===== config.mk =====
export PLATFORM = sky130hd
export DESIGN_NAME = break_control
export DESIGN_NICKNAME = d
export VERILOG_FILES = /design/src/break_channel_eval.v /design/src/break_control.v
export VERILOG_INCLUDE_DIRS = /design/src /design/src/src
export SDC_FILE = /design/constraint.sdc
export NUM_CORES = 1
export LEC_CHECK = 0
export ABC_AREA = 1
export BUFFER_PORTS_ARGS = -buffer_cell sky130_fd_sc_hd__buf_2
export CORE_MARGIN = 4
export CORE_UTILIZATION = 30
export CTS_BUF_LIST = sky130_fd_sc_hd__clkbuf_8 sky130_fd_sc_hd__clkbuf_16
export DETAILED_ROUTE_END_ITERATION = 7
export HOLD_SLACK_MARGIN = 0.05
export MAX_ROUTING_LAYER = met4
export PLACE_DENSITY_LB_ADDON = 0.2
export SLEW_MARGIN = 40
export SYNTH_ARGS = -nofsm -noshare
export SYNTH_HDL_FRONTEND = slang
export SYNTH_SLANG_ARGS = --single-unit

===== constraint.sdc =====
create_clock -name clk -period 3.7 [get_ports clk]
set_input_delay 0.925 -clock clk [delete_from_list [all_inputs] [get_ports clk]]
set_output_delay 0.925 -clock clk [all_outputs]
set_load 0.03 [all_outputs]

===== src/break_ctrl_defs.vh =====
`ifndef BREAK_CTRL_DEFS_VH
`define BREAK_CTRL_DEFS_VH

// Register byte offsets
`define OFF_BREAK_CONTROL   12'h000
`define OFF_IRQ_STATUS      12'h004
`define OFF_IRQ_MASK        12'h008

// Break control field positions
`define BC_CHAN_A_CPU_FLAG    15
`define BC_CHAN_A_PERIPH_FLAG 14
`define BC_EXT_BREAK_EN       13
`define BC_LEGACY_MODE        12
`define BC_CHAN_A_AFTER       10
`define BC_CHAN_B_CPU_FLAG    7
`define BC_CHAN_B_PERIPH_FLAG 6
`define BC_CHAINED            4
`define BC_CHAN_B_DATA_EN     3
`define BC_CHAN_B_AFTER       2

// Field masks and reset values
`define BC_RESET        16'h0000
`define BC_CFG_MASK     16'h341C
`define BC_FLAG_MASK    16'hC0C0
`define IRQ_RESET       4'h0

// Status and mask bit positions
`define EV_A_CPU        0
`define EV_A_PERIPH     1
`define EV_B_CPU        2
`define EV_B_PERIPH     3

// Bus answers
`define RESP_OKAY       2'h0
`define RESP_SLVERR     2'h2

`endif

===== src/break_channel_eval.v =====
`timescale 1ns/1ps
`default_nettype none

module break_channel_eval (
  // Observed cycle kind
  input  wire cpu_cyc,
  input  wire dma_cyc,
  input  wire ext_cyc,
  // Configuration
  input  wire ext_break_en,
  input  wire bus_cfg_total,
  input  wire data_check_en,
  input  wire armed,
  // Comparator results
  input  wire addr_hit,
  input  wire data_hit,
  // Results
  output wire cpu_match,
  output wire periph_match
);

  wire data_ok;
  wire qualified;
  wire ext_ok;

  assign data_ok   = ~data_check_en | data_hit;
  assign qualified = addr_hit & data_ok & armed;
  // Released-bus cycles carry no data we can compare
  assign ext_ok    = ext_cyc & ext_break_en & bus_cfg_total & ~data_check_en;

  assign cpu_match    = cpu_cyc & qualified;
  assign periph_match = (dma_cyc | ext_ok) & qualified;

endmodule // break_channel_eval

`default_nettype wire


===== src/break_control.v =====
`include "break_ctrl_defs.vh"
`timescale 1ns/1ps
`default_nettype none

module break_control (
  // Clock and resets
  input  wire        clk,
  input  wire        sys_rst,
  input  wire        manual_rst,
  // AXI4-Lite write address
  input  wire [11:0] s_axi_awaddr,
  input  wire        s_axi_awvalid,
  output wire        s_axi_awready,
  // AXI4-Lite write data
  input  wire [31:0] s_axi_wdata,
  input  wire [3:0]  s_axi_wstrb,
  input  wire        s_axi_wvalid,
  output wire        s_axi_wready,
  // AXI4-Lite write response
  output wire [1:0]  s_axi_bresp,
  output wire        s_axi_bvalid,
  input  wire        s_axi_bready,
  // AXI4-Lite read address
  input  wire [11:0] s_axi_araddr,
  input  wire        s_axi_arvalid,
  output wire        s_axi_arready,
  // AXI4-Lite read data
  output wire [31:0] s_axi_rdata,
  output wire [1:0]  s_axi_rresp,
  output wire        s_axi_rvalid,
  input  wire        s_axi_rready,
  // Observed bus cycle, one per clock at most
  input  wire        cpu_cyc,
  input  wire        dma_cyc,
  input  wire        ext_cyc,
  input  wire        fetch_cyc,
  input  wire        bus_cfg_total,
  // Comparator results
  input  wire        chan_a_addr_hit,
  input  wire        chan_b_addr_hit,
  input  wire        chan_b_data_hit,
  // To interrupt controller
  output wire        break_req,
  output wire        break_after,
  output wire        break_chan_b,
  output wire        irq,
  // Live configuration seen by comparators
  output wire        legacy_mode_select,
  output wire        chained_channel_select
);

  // Control and bus state
  reg  [15:0] break_control_ff;
  reg  [15:0] nxt_break_control;
  reg  [3:0]  irq_status_ff;
  reg  [3:0]  irq_mask_ff;
  reg         chain_armed_ff;
  reg         nxt_chain_armed;
  reg         break_req_ff;
  reg         break_after_ff;
  reg         break_chan_b_ff;

  reg         aw_held_ff;
  reg  [11:0] aw_addr_ff;
  reg         w_held_ff;
  reg  [31:0] w_data_ff;
  reg  [3:0]  w_strb_ff;
  reg         bvalid_ff;
  reg  [1:0]  bresp_ff;
  reg         rvalid_ff;
  reg  [31:0] rdata_ff;
  reg  [1:0]  rresp_ff;

  wire        wr_go;
  wire        rd_go;
  wire [15:0] byte_mask;
  wire        wr_ctrl;
  wire        wr_stat;
  wire        wr_mask;
  wire        wr_hit;

  wire        ext_en;
  wire        legacy;
  wire        chained;
  wire        data_en;
  wire        a_cpu_m;
  wire        a_per_m;
  wire        b_cpu_m;
  wire        b_per_m;
  wire        b_armed;
  wire [3:0]  events;
  wire        any_a;
  wire        any_b;
  wire        raise;

  // Field views
  assign ext_en  = break_control_ff[`BC_EXT_BREAK_EN];
  assign legacy  = ~break_control_ff[`BC_LEGACY_MODE];
  assign chained = break_control_ff[`BC_CHAINED];
  assign data_en = break_control_ff[`BC_CHAN_B_DATA_EN];

  assign legacy_mode_select     = break_control_ff[`BC_LEGACY_MODE];
  assign chained_channel_select = chained;

  // Channel B only looks once channel A has fired when chained
  assign b_armed = ~chained | chain_armed_ff;

  break_channel_eval u_chan_a (
    .cpu_cyc       (cpu_cyc),
    .dma_cyc       (dma_cyc),
    .ext_cyc       (ext_cyc),
    .ext_break_en  (ext_en),
    .bus_cfg_total (bus_cfg_total),
    .data_check_en (1'b0),
    .armed         (1'b1),
    .addr_hit      (chan_a_addr_hit),
    .data_hit      (1'b0),
    .cpu_match     (a_cpu_m),
    .periph_match  (a_per_m)
  );

  break_channel_eval u_chan_b (
    .cpu_cyc       (cpu_cyc),
    .dma_cyc       (dma_cyc),
    .ext_cyc       (ext_cyc),
    .ext_break_en  (ext_en),
    .bus_cfg_total (bus_cfg_total),
    .data_check_en (data_en),
    .armed         (b_armed),
    .addr_hit      (chan_b_addr_hit),
    .data_hit      (chan_b_data_hit),
    .cpu_match     (b_cpu_m),
    .periph_match  (b_per_m)
  );

  assign events[`EV_A_CPU]    = a_cpu_m;
  assign events[`EV_A_PERIPH] = a_per_m;
  assign events[`EV_B_CPU]    = b_cpu_m;
  assign events[`EV_B_PERIPH] = b_per_m;

  assign any_a = a_cpu_m | a_per_m;
  assign any_b = b_cpu_m | b_per_m;
  // Chained: channel A only arms, the break comes from channel B
  assign raise = any_b | (any_a & ~chained);

  // Bus handshakes
  assign s_axi_awready = ~aw_held_ff & ~bvalid_ff;
  assign s_axi_wready  = ~w_held_ff & ~bvalid_ff;
  assign s_axi_bvalid  = bvalid_ff;
  assign s_axi_bresp   = bresp_ff;
  assign s_axi_arready = ~rvalid_ff;
  assign s_axi_rvalid  = rvalid_ff;
  assign s_axi_rdata   = rdata_ff;
  assign s_axi_rresp   = rresp_ff;

  assign wr_go   = aw_held_ff & w_held_ff & ~bvalid_ff;
  assign rd_go   = s_axi_arvalid & ~rvalid_ff;
  assign wr_ctrl = wr_go & ({aw_addr_ff[11:2], 2'b00} == `OFF_BREAK_CONTROL);
  assign wr_stat = wr_go & ({aw_addr_ff[11:2], 2'b00} == `OFF_IRQ_STATUS);
  assign wr_mask = wr_go & ({aw_addr_ff[11:2], 2'b00} == `OFF_IRQ_MASK);
  assign wr_hit  = wr_ctrl | wr_stat | wr_mask;

  assign byte_mask = {{8{w_strb_ff[1]}}, {8{w_strb_ff[0]}}};

  // Next control word
  always @* begin
    nxt_break_control = break_control_ff;
    if (wr_ctrl) begin
      // Config fields take the written value, reserved stay zero
      nxt_break_control = (break_control_ff & ~(`BC_CFG_MASK & byte_mask))
                        | (w_data_ff[15:0] & `BC_CFG_MASK & byte_mask);
      // Writing zero to a flag clears it, a one leaves it
      nxt_break_control = nxt_break_control
                        & ~(`BC_FLAG_MASK & byte_mask & ~w_data_ff[15:0]);
    end
    // Set beats a same-cycle clear; hardware never clears
    nxt_break_control[`BC_CHAN_A_CPU_FLAG] =
      nxt_break_control[`BC_CHAN_A_CPU_FLAG] | a_cpu_m;
    nxt_break_control[`BC_CHAN_A_PERIPH_FLAG] =
      nxt_break_control[`BC_CHAN_A_PERIPH_FLAG] | a_per_m;
    nxt_break_control[`BC_CHAN_B_CPU_FLAG] =
      nxt_break_control[`BC_CHAN_B_CPU_FLAG] | b_cpu_m;
    nxt_break_control[`BC_CHAN_B_PERIPH_FLAG] =
      nxt_break_control[`BC_CHAN_B_PERIPH_FLAG] | b_per_m;
  end

  // Chain sequencing
  always @* begin
    nxt_chain_armed = chain_armed_ff;
    if (~chained) begin
      nxt_chain_armed = 1'b0;
    end else if (any_b) begin
      nxt_chain_armed = 1'b0;
    end else if (any_a) begin
      nxt_chain_armed = 1'b1;
    end
  end

  // Control register; manual reset leaves it alone on purpose
  always @(posedge clk) begin
    if (sys_rst) begin
      break_control_ff <= `BC_RESET;
    end else begin
      break_control_ff <= nxt_break_control;
    end
  end

  // Sequencing and break request
  always @(posedge clk) begin
    if (sys_rst | manual_rst) begin
      chain_armed_ff  <= 1'b0;
      break_req_ff    <= 1'b0;
      break_after_ff  <= 1'b0;
      break_chan_b_ff <= 1'b0;
    end else begin
      chain_armed_ff <= nxt_chain_armed;
      break_req_ff   <= raise;
      if (raise) begin
        break_chan_b_ff <= any_b;
        // Legacy mode only knows before-execution breaks
        if (any_b) begin
          break_after_ff <= fetch_cyc & b_cpu_m & ~legacy
                          & break_control_ff[`BC_CHAN_B_AFTER];
        end else begin
          break_after_ff <= fetch_cyc & a_cpu_m & ~legacy
                          & break_control_ff[`BC_CHAN_A_AFTER];
        end
      end
    end
  end

  assign break_req    = break_req_ff;
  assign break_after  = break_after_ff;
  assign break_chan_b = break_chan_b_ff;

  // Sticky interrupt status, one per event
  genvar gi;
  generate
    for (gi = 0; gi < 4; gi = gi + 1) begin : g_stat
      always @(posedge clk) begin
        if (sys_rst) begin
          irq_status_ff[gi] <= 1'b0;
        end else if (events[gi]) begin
          irq_status_ff[gi] <= 1'b1;
        end else if (wr_stat & w_strb_ff[0] & w_data_ff[gi]) begin
          irq_status_ff[gi] <= 1'b0;
        end
      end
    end
  endgenerate

  always @(posedge clk) begin
    if (sys_rst) begin
      irq_mask_ff <= `IRQ_RESET;
    end else if (wr_mask & w_strb_ff[0]) begin
      irq_mask_ff <= w_data_ff[3:0];
    end
  end

  assign irq = |(irq_status_ff & irq_mask_ff);

  // Write address and data capture, either order
  always @(posedge clk) begin
    if (sys_rst) begin
      aw_held_ff <= 1'b0;
      aw_addr_ff <= 12'h000;
      w_held_ff  <= 1'b0;
      w_data_ff  <= 32'h0000_0000;
      w_strb_ff  <= 4'h0;
    end else begin
      if (s_axi_awvalid & s_axi_awready) begin
        aw_held_ff <= 1'b1;
        aw_addr_ff <= s_axi_awaddr;
      end else if (wr_go) begin
        aw_held_ff <= 1'b0;
      end
      if (s_axi_wvalid & s_axi_wready) begin
        w_held_ff <= 1'b1;
        w_data_ff <= s_axi_wdata;
        w_strb_ff <= s_axi_wstrb;
      end else if (wr_go) begin
        w_held_ff <= 1'b0;
      end
    end
  end

  // Write response
  always @(posedge clk) begin
    if (sys_rst) begin
      bvalid_ff <= 1'b0;
      bresp_ff  <= `RESP_OKAY;
    end else if (wr_go) begin
      bvalid_ff <= 1'b1;
      bresp_ff  <= wr_hit ? `RESP_OKAY : `RESP_SLVERR;
    end else if (s_axi_bready) begin
      bvalid_ff <= 1'b0;
    end
  end

  // Read path; unmapped reads answer zero with an error
  always @(posedge clk) begin
    if (sys_rst) begin
      rvalid_ff <= 1'b0;
      rdata_ff  <= 32'h0000_0000;
      rresp_ff  <= `RESP_OKAY;
    end else if (rd_go) begin
      rvalid_ff <= 1'b1;
      rresp_ff  <= `RESP_OKAY;
      case ({s_axi_araddr[11:2], 2'b00})
        `OFF_BREAK_CONTROL: begin
          rdata_ff <= {16'h0000, break_control_ff};
        end
        `OFF_IRQ_STATUS: begin
          rdata_ff <= {28'h000_0000, irq_status_ff};
        end
        `OFF_IRQ_MASK: begin
          rdata_ff <= {28'h000_0000, irq_mask_ff};
        end
        default: begin
          rdata_ff <= 32'h0000_0000;
          rresp_ff <= `RESP_SLVERR;
        end
      endcase
    end else if (s_axi_rready) begin
      rvalid_ff <= 1'b0;
    end
  end

endmodule // break_control

`default_nettype wire


## Yosys cells after proc, flatten, opt, wreduce, memory -nomap -nowiden

Index checks and enable logic that the tools add are counted.

| storage, ports and cells | value |
|---|---|
| register bits after elaboration | 98 |
| input port bits | 76 |
| output and inout port bits | 47 |
| logic and storage cells | 119 |

| operators by class | value |
|---|---|
| equal/unequal tests | 4 |
| muxes and demuxes | 20 |
| bitwise logic cells | 61 |
| reductions and logical operators | 13 |

Operators by type and width:

| operator | number |
|---|---|
| $and 16x16->16 | 3 |
| $pmux 16 s3 | 1 |
| $and 1x1->1 | 32 |
| $not 16->16 | 2 |
| $eq 10x1->1 const B | 2 |
| $eq 10x2->1 const B | 2 |
| $logic_not 10->1 | 2 |
| $and 14x16->16 | 1 |
| $mux 1 | 16 |
| $mux 16 | 1 |
| $not 14->16 | 1 |
| $or 16x16->16 | 1 |
| $reduce_bool 2->1 | 8 |
| $or 1x1->1 | 14 |
| $not 1->1 | 6 |
| $reduce_or 3->1 | 2 |
| $and 4x4->4 | 1 |
| $mux 2 | 2 |
| $reduce_or 4->1 | 1 |

## Logic depth before layout (Yosys ltp)

Gate-level depths: netlist of the first run.

| logic depth | value |
|---|---|
| depth after elaboration | 9 |
| mapped depth | 9 |
| gate-level depth less buffers | 9 |

## Hierarchy

From an unflattened synthesis of the first run, not the netlist that was laid out.

| second synthesis, totals | value |
|---|---|
| cell total of the unflattened synthesis | 417 |
| area total of the unflattened synthesis | 3041.7 um^2 |

By module, submodules not included:

| module | instances | cells each | area an instance (um^2) |
|---|---|---|---|
| break_control | 1 | 389 | 2921.6 |
| break_channel_eval | 2 | 14 | 60.1 |

## Worst setup path before layout of the first run

No wires, ideal clock.

| timing | value |
|---|---|
| path kind | reg-to-output |
| from | reg bvalid_ff (netlist: s_axi_bvalid) |
| to | out s_axi_awready |
| arrival time | 0.920 ns |
| required time | 2.775 ns |
| slack | 1.855 ns |
| stages on the path, launching flop included | 2 |
| path through | dfxtp_1 nor2_1 |

| on the way | value |
|---|---|
| cells in the longest elaborated chain, start to end | 2 |

Ends and longest elaborated chain:

| item | RTL line | text |
|---|---|---|
| start: declaration | break_control.v:68 | `reg bvalid_ff;` |
| start signal: assignment | break_control.v:290 | `bvalid_ff <= 1'b0;` |
| start signal: assignment | break_control.v:293 | `bvalid_ff <= 1'b1;` |
| start signal: assignment | break_control.v:296 | `bvalid_ff <= 1'b0;` |
| $not 1->1 | break_control.v:147 | `assign s_axi_awready = ~aw_held_ff & ~bvalid_ff;` |
| $and 1x1->1 | break_control.v:147 |  |
| end: declaration | break_control.v:13 | `output wire s_axi_awready,` |

No other way between the ends.

## Worst setup path after layout of the first run

| timing | value |
|---|---|
| from | reg irq_status_ff[0] |
| to | out irq |

| on the way | value |
|---|---|
| cells in the longest elaborated chain, start to end | 2 |

Ends and longest elaborated chain:

| item | RTL line | text |
|---|---|---|
| start: declaration | break_control.v:55 | `reg [3:0] irq_status_ff;` |
| start signal: indexed assignment | break_control.v:242 | `irq_status_ff[gi] <= 1'b0;` |
| start signal: indexed assignment | break_control.v:244 | `irq_status_ff[gi] <= 1'b1;` |
| start signal: indexed assignment | break_control.v:246 | `irq_status_ff[gi] <= 1'b0;` |
| $and 4x4->4 | break_control.v:260 | `assign irq = \|(irq_status_ff & irq_mask_ff);` |
| $reduce_or 4->1 | break_control.v:260 |  |
| end: declaration | break_control.v:46 | `output wire irq,` |

No other way between the ends.

==> results of run 1 <==
layout by cell type, fill, tap and decap left out, types with 2 or more instances in the layout:
cell	instances
inv_2	7
buf_2	74
nand3_1	21
inv_1	27
clkbuf_8	9
bufinv_16	3
o21ai_1	39
a21oi_1	35
nand4_1	5
conb_1	22
nor2_2	5
nor2_1	62
dfxtp_1	64
clkinv_4	2
o21ai_0	9
nand2_1	61
nand3_4	2
layout make-up:
class | count | area [µm²]
clock buffer | 9 | 124
fill | 971 | 5720
multi-input combinational | 272 | 1260
tap | 111 | 139
timing repair buffer | 75 | 378
clock inverter | 7 | 120
sequential | 64 | 1280
inverter | 34 | 128
worst max-delay path: stages, from the launching register on:
cell,delay (ns)
dfxtp_1,0.38
nand2_1,0.07
nand4_1,0.09
buf_2,0.20
registers in the layout, indices dropped and copies added, names as in the netlist, named ones only:
register,flops
aw_addr_ff,10
aw_held_ff,1
break_after,1
break_chan_b,1
break_control_ff,4
break_req,1
chain_armed_ff,1
irq_mask_ff,4
irq_status_ff,4
s_axi_bresp,1
s_axi_bvalid,1
s_axi_rdata,12
s_axi_rresp,1
s_axi_rvalid,1
w_data_ff,12
w_held_ff,1
w_strb_ff,2
cell families after synthesis:
kind of cell / share of synthesized area (%)
DFF: 45.7
buffers and inverters: 12.1
and+or+nand+nor: 26.3
other: 0.134
AOI/OAI and AO/OA: 15.8
power by group through the flow:
| stage | logic [W] | clock network [W] | registers, W |
|---|---|---|---|
| after CTS | 0.000233 | 0.000746 | 0.000760 |
| final | 0.000230 | 0.000725 | 0.000760 |
| after global placement | 0.000229 | 0 | 0.000775 |
| after detailed placement | 0.000232 | 0 | 0.000776 |
| after global routing | 0.000258 | 0.000778 | 0.000765 |
| after floorplan | 0.000168 | 0 | 0.000788 |
per-layer routing:
layer  vias up  track usage [%]  wire length, µm
met5         -                -                0
met4         0             5.53              144
met3        13             3.64              345
met2        63             20.2             3060
met1      1102             15.3             3170
li1       1347                -                -
stage by stage:
| step | power [W] | hold slack, ns | util [%] |
|---|---|---|---|
| 2_1_floorplan | 0.000956 | 0.436 | - |
| 3_3_place_gp | 0.00100 | 0.452 | 34.9 |
| 3_5_place_dp | 0.00101 | 0.454 | 34.9 |
| 4_1_cts | 0.00174 | 0.465 | 37.5 |
| 5_1_grt | 0.00180 | 0.482 | 37.5 |
| 6_report | 0.00171 | 0.462 | 37.5 |
final timing paths:
| path | start | to | cells after the start |
|---|---|---|---|
| setup / recovery | irq_status_ff[0]$_SDFFE_PP0P_ | irq | 3 |
| hold / removal | s_axi_rdata[0]$_SDFFE_PP0P_ | s_axi_rdata[0]$_SDFFE_PP0P_ | 2 |
| setup reg to reg | s_axi_bvalid$_SDFFE_PP0P_ | w_data_ff[1]$_SDFFE_PP0P_ | 5 |
| hold reg to reg | s_axi_rdata[0]$_SDFFE_PP0P_ | s_axi_rdata[0]$_SDFFE_PP0P_ | 2 |
==> flow_metrics.env, run 1 <==
export IMPL_status="completed"
export IMPL_ys_warn_count=0
export IMPL_synthCells=382
export IMPL_synth_distinct_cells=27
export IMPL_synthTopCellsByArea="dfxtp_1 (46%), nor2_1 (8.3%), nand2_1 (8.2%)"
export IMPL_avgSynthCellArea_um2=7.35
export IMPL_dp_hpwl_mm=5.08
export IMPL_initial_core_util_pct=30.7
export IMPL_via_per_inst=4.41
export IMPL_worstSetupStartpointType="flip-flop"
export IMPL_gp_congestion=0.774
export IMPL_syn2layout_area_growth_pct=22.4
export IMPL_dp_cells=556
export IMPL_fp_dieW_um=105
export IMPL_drive_gt1_share_pct=24.1
export IMPL_yosysSeqAreaShare_pct=45.7
export IMPL_critPathMaxFanout=3
export IMPL_fmaxAchievable_ghz=0.501
export IMPL_drv_cap=0
export IMPL_firstDrtPassIters=4
export IMPL_fp_row_count=35
export IMPL_p_clk_share_pct=42.3
export IMPL_grt_overflow_total=0
export IMPL_grt_max_degree=50
export IMPL_p_per_area_nw_per_um2=499
export IMPL_num_vias=2525
export IMPL_antenna_found_initial=0
export IMPL_post_cts_buffers=0
export IMPL_dieArea_um2=11000
export IMPL_syn_cell_area_um2=2810
export IMPL_grt_first_pass_wirelength_mm=11.1
export IMPL_worst_slew_pin_slew_ns=0.563
export IMPL_final_cells=572
export IMPL_first_iter_violations=80
export IMPL_track_usage_pct=12.8
export IMPL_diodes=0
export IMPL_wl_mm=6.71
export IMPL_setup_tns_final_ns=0
export IMPL_nets=532
export IMPL_post_place_ws_ns=1.57
export IMPL_clk_pin_slew_ns=0.07
export IMPL_setup_viol=0
export IMPL_crit_arrival_ns=1.07
export IMPL_synth_top_area_share_pct=45.7
export IMPL_p_int_w=0.00125
export IMPL_pin_count=123
export IMPL_ctsResizeCount=0
export IMPL_synth_seq_cells=64
export IMPL_critical_path_class="flip-flop to output pin"
export IMPL_power_frac_seq_pct=44.3
export IMPL_detail_route_antenna_nets=0
export IMPL_synth_common_cells="dfxtp_1 (64), nor2_1 (62), nand2_1 (61)"
export IMPL_cts_tree="yes"
export IMPL_numClockSinks=64
export IMPL_drc=0
export IMPL_cts_hold_buf=0
export IMPL_max_clock_path_buffers=2
export IMPL_core_um2=9150
export IMPL_peakVddDrop_mv=0.163
export IMPL_design_area_um2=3430
export IMPL_netlist_top_cell_by_area="dfxtp_1"
export IMPL_grt_pass1_vias=2431
export IMPL_fin_crit_sh_pct=54.0
export IMPL_synthArstFlopShare_pct=0
export IMPL_finalHoldViolCount=0
export IMPL_switching_share_pct=27.2
export IMPL_postPlaceCellArea_um2=3190
export IMPL_clock_skew_ns=0.00685
export IMPL_layout_min_cycle_time_ns=2.00
export IMPL_holdCritPathClass="flip-flop to flip-flop"
export IMPL_htreeDepth=3
export IMPL_cp_end_kind="output pin"
export IMPL_die_h_um=105
export IMPL_rsz0062_at_grt="false"
export IMPL_portBuffers=74
export IMPL_p_sw_w=0.000466
export IMPL_insertion_delay_ns=0.33
export IMPL_wl_per_cell_um=11.7
export IMPL_slew_violations=0
export IMPL_p_comb_share_pct=13.4
export IMPL_yosysMostFrequentCell="dfxtp_1"
export IMPL_numCtsBuffers=9
export IMPL_slew_headroom_pct=62.4
export IMPL_synth_flop_cell="dfxtp_1"
export IMPL_p_leak_nw=1.58
export IMPL_synth_edf_count=0
export IMPL_crit_required_ns=2.77
export IMPL_timing_reg2reg_setup_slack_ns=2.20
export IMPL_cts_root_buf="clkbuf_8"
export IMPL_setup_slack_ns=1.70
Note: power is estimated with default switching activity, not from simulation.
==> run 2: changes to the inputs <==
clock period = 2.1 ns   (was 3.7 ns; I/O delays follow)
==> flow_metrics.env, run 2 (same netlist as run 1, synthesis figures left out) <==
export IMPL_firstDrtPassIters=4
export IMPL_multi_input_area_um2=1260
export IMPL_cts_root_buf="clkbuf_8"
export IMPL_first_iter_violations=74
export IMPL_gp_congestion=0.793
export IMPL_layout_min_cycle_time_ns=1.60
export IMPL_setup_slack_ns=0.499
export IMPL_regArea_um2=1280
export IMPL_post_cts_buffers=0
export IMPL_p_sw_w=0.000808
export IMPL_wl_per_cell_um=11.4
export IMPL_dieArea_um2=11000
export IMPL_cts_hold_buf=0
export IMPL_cts_tree="yes"
export IMPL_nets=535
export IMPL_dp_hpwl_mm=5.17
export IMPL_crit_arrival_ns=1.08
export IMPL_post_place_ws_ns=0.382
export IMPL_p_clk_share_pct=37.2
export IMPL_core_um2=9150
export IMPL_antenna_found_initial=0
export IMPL_initial_core_util_pct=30.7
export IMPL_p_int_w=0.00198
export IMPL_crit_required_ns=1.57
export IMPL_insertion_delay_ns=0.34
export IMPL_dp_cells=559
export IMPL_status="completed"
export IMPL_setup_tns_final_ns=0
export IMPL_timing_reg2reg_setup_slack_ns=0.71
export IMPL_portBuffers=74
export IMPL_clk_pin_slew_ns=0.07
export IMPL_fin_crit_sh_pct=76.2
export IMPL_slew_violations=0
export IMPL_top_layer_used="met4"
export IMPL_p_total_w=0.00278
export IMPL_power_frac_seq_pct=48.1
export IMPL_fmaxAchievable_ghz=0.625
export IMPL_track_usage_pct=12.8
export IMPL_numClockSinks=64
export IMPL_fp_row_count=35
export IMPL_diodes=0
export IMPL_num_vias=2542
export IMPL_wl_met2_mm=3.08
export IMPL_switching_share_pct=29.0
export IMPL_syn2layout_area_growth_pct=21.7
export IMPL_worstSetupStartpointType="flip-flop"
export IMPL_final_cell_mix="buf_2 (74), dfxtp_1 (64), nor2_1 (62)"
export IMPL_detail_route_antenna_nets=0
export IMPL_clock_skew_ns=0.00639
export IMPL_grt_max_degree=36
export IMPL_die_h_um=105
export IMPL_grt_first_pass_wirelength_mm=11.1
export IMPL_holdCritPathClass="primary input to flip-flop"
export IMPL_critical_path_class="flip-flop to output pin"
export IMPL_finalHoldViolCount=0
export IMPL_drive_gt1_share_pct=24.6
export IMPL_p_per_area_nw_per_um2=815
export IMPL_critPathMaxFanout=3
export IMPL_ctsResizeCount=0
export IMPL_via_per_inst=4.42
export IMPL_htreeDepth=3
export IMPL_wl_mm=6.55
export IMPL_fill_cells=995
export IMPL_fp_dieW_um=105
export IMPL_drt_met1_wl_mm=3.04
export IMPL_p_leak_nw=1.57
export IMPL_wl_met3_um=378
export IMPL_cp_end_kind="output pin"
export IMPL_final_common_cell="buf_2"
export IMPL_grt_pass1_vias=2425
export IMPL_drv_cap=0
export IMPL_drc=0
export IMPL_p_comb_share_pct=14.7
export IMPL_rsz0062_at_grt="false"
export IMPL_max_clock_path_buffers=2
export IMPL_setup_viol=0
export IMPL_final_cells=575
export IMPL_grt_overflow_total=0
export IMPL_numCtsBuffers=9
export IMPL_pin_count=123
export IMPL_peakVddDrop_mv=0.353
run 2: power groups by stage:
stage	logic, W	clock network (W)	registers [W]
final	0.000409	0.00103	0.00134
after detailed placement	0.000414	0	0.00137
after CTS	0.000415	0.00106	0.00134
after global routing	0.000462	0.00112	0.00135
after floorplan	0.000296	0	0.00139
after global placement	0.000409	0	0.00137
run 2: final timing paths:
check / start / end / cells past startpoint
setup / recovery: irq_status_ff[2]$_SDFFE_PP0P_ / irq / 3
hold / removal: s_axi_awaddr[5] / aw_addr_ff[5]$_SDFFE_PP0P_ / 3
hold reg to reg: s_axi_rdata[0]$_SDFFE_PP0P_ / s_axi_rdata[0]$_SDFFE_PP0P_ / 2
setup reg to reg: w_held_ff$_SDFFE_PP0P_ / irq_mask_ff[1]$_SDFFE_PP0P_ / 7
run 2: per-layer routing:
| layer | vias up | track usage [%] |
|---|---|---|
| li1 | 1349 | - |
| met1 | 1123 | 14.6 |
| met2 | 65 | 21.3 |
| met3 | 5 | 4.32 |
| met4 | 0 | 3.66 |
| met5 | - | - |
run 2: final cells by class:
| type | instances | area share [%] |
|---|---|---|
| Inverter | 34 | 3.74 |
| Tap cell | 111 | 4.07 |
| Multi-Input combinational cell | 272 | 37.0 |
| Sequential cell | 64 | 37.5 |
| Clock buffer | 13 | 5.24 |
| Clock inverter | 3 | 0.696 |
| Timing Repair Buffer | 78 | 11.7 |
run 2: through the flow:
| stage | utilization, % | hold WS (ns) | cell area (µm²) |
|---|---|---|---|
| 2_1_floorplan | - | 0.436 | 2890 |
| 6_report | 37.3 | 0.414 | 3420 |
| 3_5_place_dp | 35.1 | 0.455 | 3210 |
| 5_1_grt | 37.3 | 0.395 | 3420 |
| 4_1_cts | 37.3 | 0.402 | 3420 |
| 3_3_place_gp | 35.1 | 0.452 | 3210 |
run 2: worst max-delay path, stage by stage (launching register included):
cell and delay [ns]:
dfxtp_1 0.37, nand2_1 0.07, nand4_1 0.10, buf_2 0.21
==> run 3: changes to the inputs <==
clock period = 1.5 ns   (was 2.1 ns; I/O delays follow)
==> flow_metrics.env, run 3 (same netlist as run 1, synthesis figures left out) <==
export IMPL_status="completed"
export IMPL_cts_hold_buf=0
export IMPL_dp_cells=565
export IMPL_htreeDepth=3
export IMPL_portBuffers=74
export IMPL_rsz0062_at_grt="false"
export IMPL_final_common_cell="buf_2"
export IMPL_switching_share_pct=28.8
export IMPL_fmaxAchievable_ghz=0.717
export IMPL_nets=543
export IMPL_track_usage_pct=12.6
export IMPL_p_clk_share_pct=37.2
export IMPL_antenna_found_initial=0
export IMPL_setup_viol=0
export IMPL_core_um2=9150
export IMPL_numCtsBuffers=9
export IMPL_insertion_delay_ns=0.34
export IMPL_wl_mm=6.47
export IMPL_critPathMaxStageDelay_ns=0.36
export IMPL_initial_core_util_pct=30.7
export IMPL_grt_first_pass_wirelength_mm=10.9
export IMPL_diodes=0
export IMPL_grt_max_degree=43
export IMPL_crit_chain="nor2_2 -> buf_2"
export IMPL_drv_cap=0
export IMPL_numClockSinks=64
export IMPL_grt_pass1_vias=2376
export IMPL_finalHoldViolCount=0
export IMPL_crit_arrival_ns=1.02
export IMPL_dieArea_um2=11000
export IMPL_critPathMaxFanout=5
export IMPL_p_int_w=0.00281
export IMPL_drc=0
export IMPL_fp_row_count=35
export IMPL_num_vias=2564
export IMPL_gp_congestion=0.769
export IMPL_cts_tree="yes"
export IMPL_worstSetupStartpointType="flip-flop"
export IMPL_cp_end_kind="output pin"
export IMPL_p_comb_share_pct=15.1
export IMPL_final_cells=583
export IMPL_design_area_um2=3520
export IMPL_wl_per_cell_um=11.1
export IMPL_peakVddDrop_mv=0.456
export IMPL_grt_overflow_total=0
export IMPL_utilization_pct=38.4
export IMPL_fin_crit_sh_pct=93.0
export IMPL_max_clock_path_buffers=2
export IMPL_cts_root_buf="clkbuf_8"
export IMPL_dp_hpwl_mm=5.10
export IMPL_syn2layout_area_growth_pct=25.4
export IMPL_via_per_inst=4.40
export IMPL_firstDrtPassIters=6
export IMPL_fp_dieW_um=105
export IMPL_p_leak_nw=1.63
export IMPL_first_iter_violations=81
export IMPL_detail_route_antenna_nets=0
export IMPL_pin_count=123
export IMPL_crit_required_ns=1.12
export IMPL_clock_skew_ns=0.0110
export IMPL_p_sw_w=0.00114
export IMPL_crit_family="flip-flops"
export IMPL_drive_gt1_share_pct=26.9
export IMPL_power_frac_seq_pct=47.6
export IMPL_clk_pin_slew_ns=0.07
export IMPL_critical_path_class="flip-flop to output pin"
export IMPL_setup_tns_final_ns=0
export IMPL_crit_buf_inv=1
export IMPL_holdCritPathClass="primary input to flip-flop"
export IMPL_setup_slack_ns=0.105
export IMPL_cpMaxStageDelayCell="dfxtp_2"
export IMPL_fill_cells=990
export IMPL_post_place_ws_ns=0.0660
export IMPL_slew_violations=0
export IMPL_layout_min_cycle_time_ns=1.39
export IMPL_postPlaceCellArea_um2=3290
export IMPL_final_cell_mix="buf_2 (72), nand2_1 (61), dfxtp_1 (61)"
export IMPL_p_per_area_nw_per_um2=1120
export IMPL_die_h_um=105
run 3: cell count changes in the layout (fill, tap and decap cells not counted), moves of 2 or more:
cell and delta:
clkbuf_8 -3, buf_12 +2, dfxtp_1 -3, clkinvlp_4 -2, buf_2 -2, buf_4 +7
nor2_4 +2, clkinv_2 +4, dfxtp_2 +3, nor2_1 -2
run 3: power groups by stage:
stage,Clock (W),Sequential [W],Combinational [W]
after floorplan,0,0.00195,0.000416
final,0.00147,0.00188,0.000597
after global routing,0.00158,0.00189,0.000670
after CTS,0.00151,0.00188,0.000596
after global placement,0,0.00191,0.000591
after detailed placement,0,0.00192,0.000594
run 3: layer usage:
metal	global-route usage, %	routed length (µm)
met5	-	0
met2	19.6	3000
met4	5.34	112
met1	15.5	3060
met3	3.15	300
run 3: worst reg2reg max path, cell delays in order (launching register included):
cell and delay, ns:
dfxtp_1 0.31, nor2_1 0.15, nand3_1 0.19, nor2_4 0.19
nand3_4 0.13, o21ai_1 0.15, nand2_1 0.06, nand2_1 0.06
inv_1 0.03
run 3: path summary, 6_finish.rpt:
kind,startpoint,end,slack [ns],cells past startpoint
worst max-delay path,s_axi_bvalid$_SDFFE_PP0P_,s_axi_wready,0.11,2
worst max register to register,aw_addr_ff[10]$_SDFFE_PP0P_,break_control_ff[6]$_SDFF_PP0_,0.13,8
worst min register to register,break_control_ff[6]$_SDFF_PP0_,s_axi_rdata[6]$_SDFFE_PP0P_,0.45,2
worst min-delay path,s_axi_awaddr[5],aw_addr_ff[5]$_SDFFE_PP0P_,0.26,3
run 3: final cells by class:
class	instances	area (µm²)	area share (%)
clock buffer	10	138	3.91
clock inverter	6	58.8	1.67
inverter	34	128	3.63
multi-input combinational	272	1280	36.4
sequential	64	1280	36.5
tap	111	139	3.95
timing repair buffer	86	490	13.9
run 3: what timing repair did:
action | 4_1_cts | 5_1_grt
buffers inserted | 0 | 2
hold endpoints to repair | 0 | 0
endpoints found under the setup margin | 0 | 10
gates resized for setup | 0 | 8
run 3: stage by stage:
stage,hold WS (ns),power (W)
2_1_floorplan,0.436,0.00236
5_1_grt,0.258,0.00414
3_5_place_dp,0.453,0.00251
4_1_cts,0.252,0.00398
3_3_place_gp,0.451,0.00250
6_report,0.264,0.00394
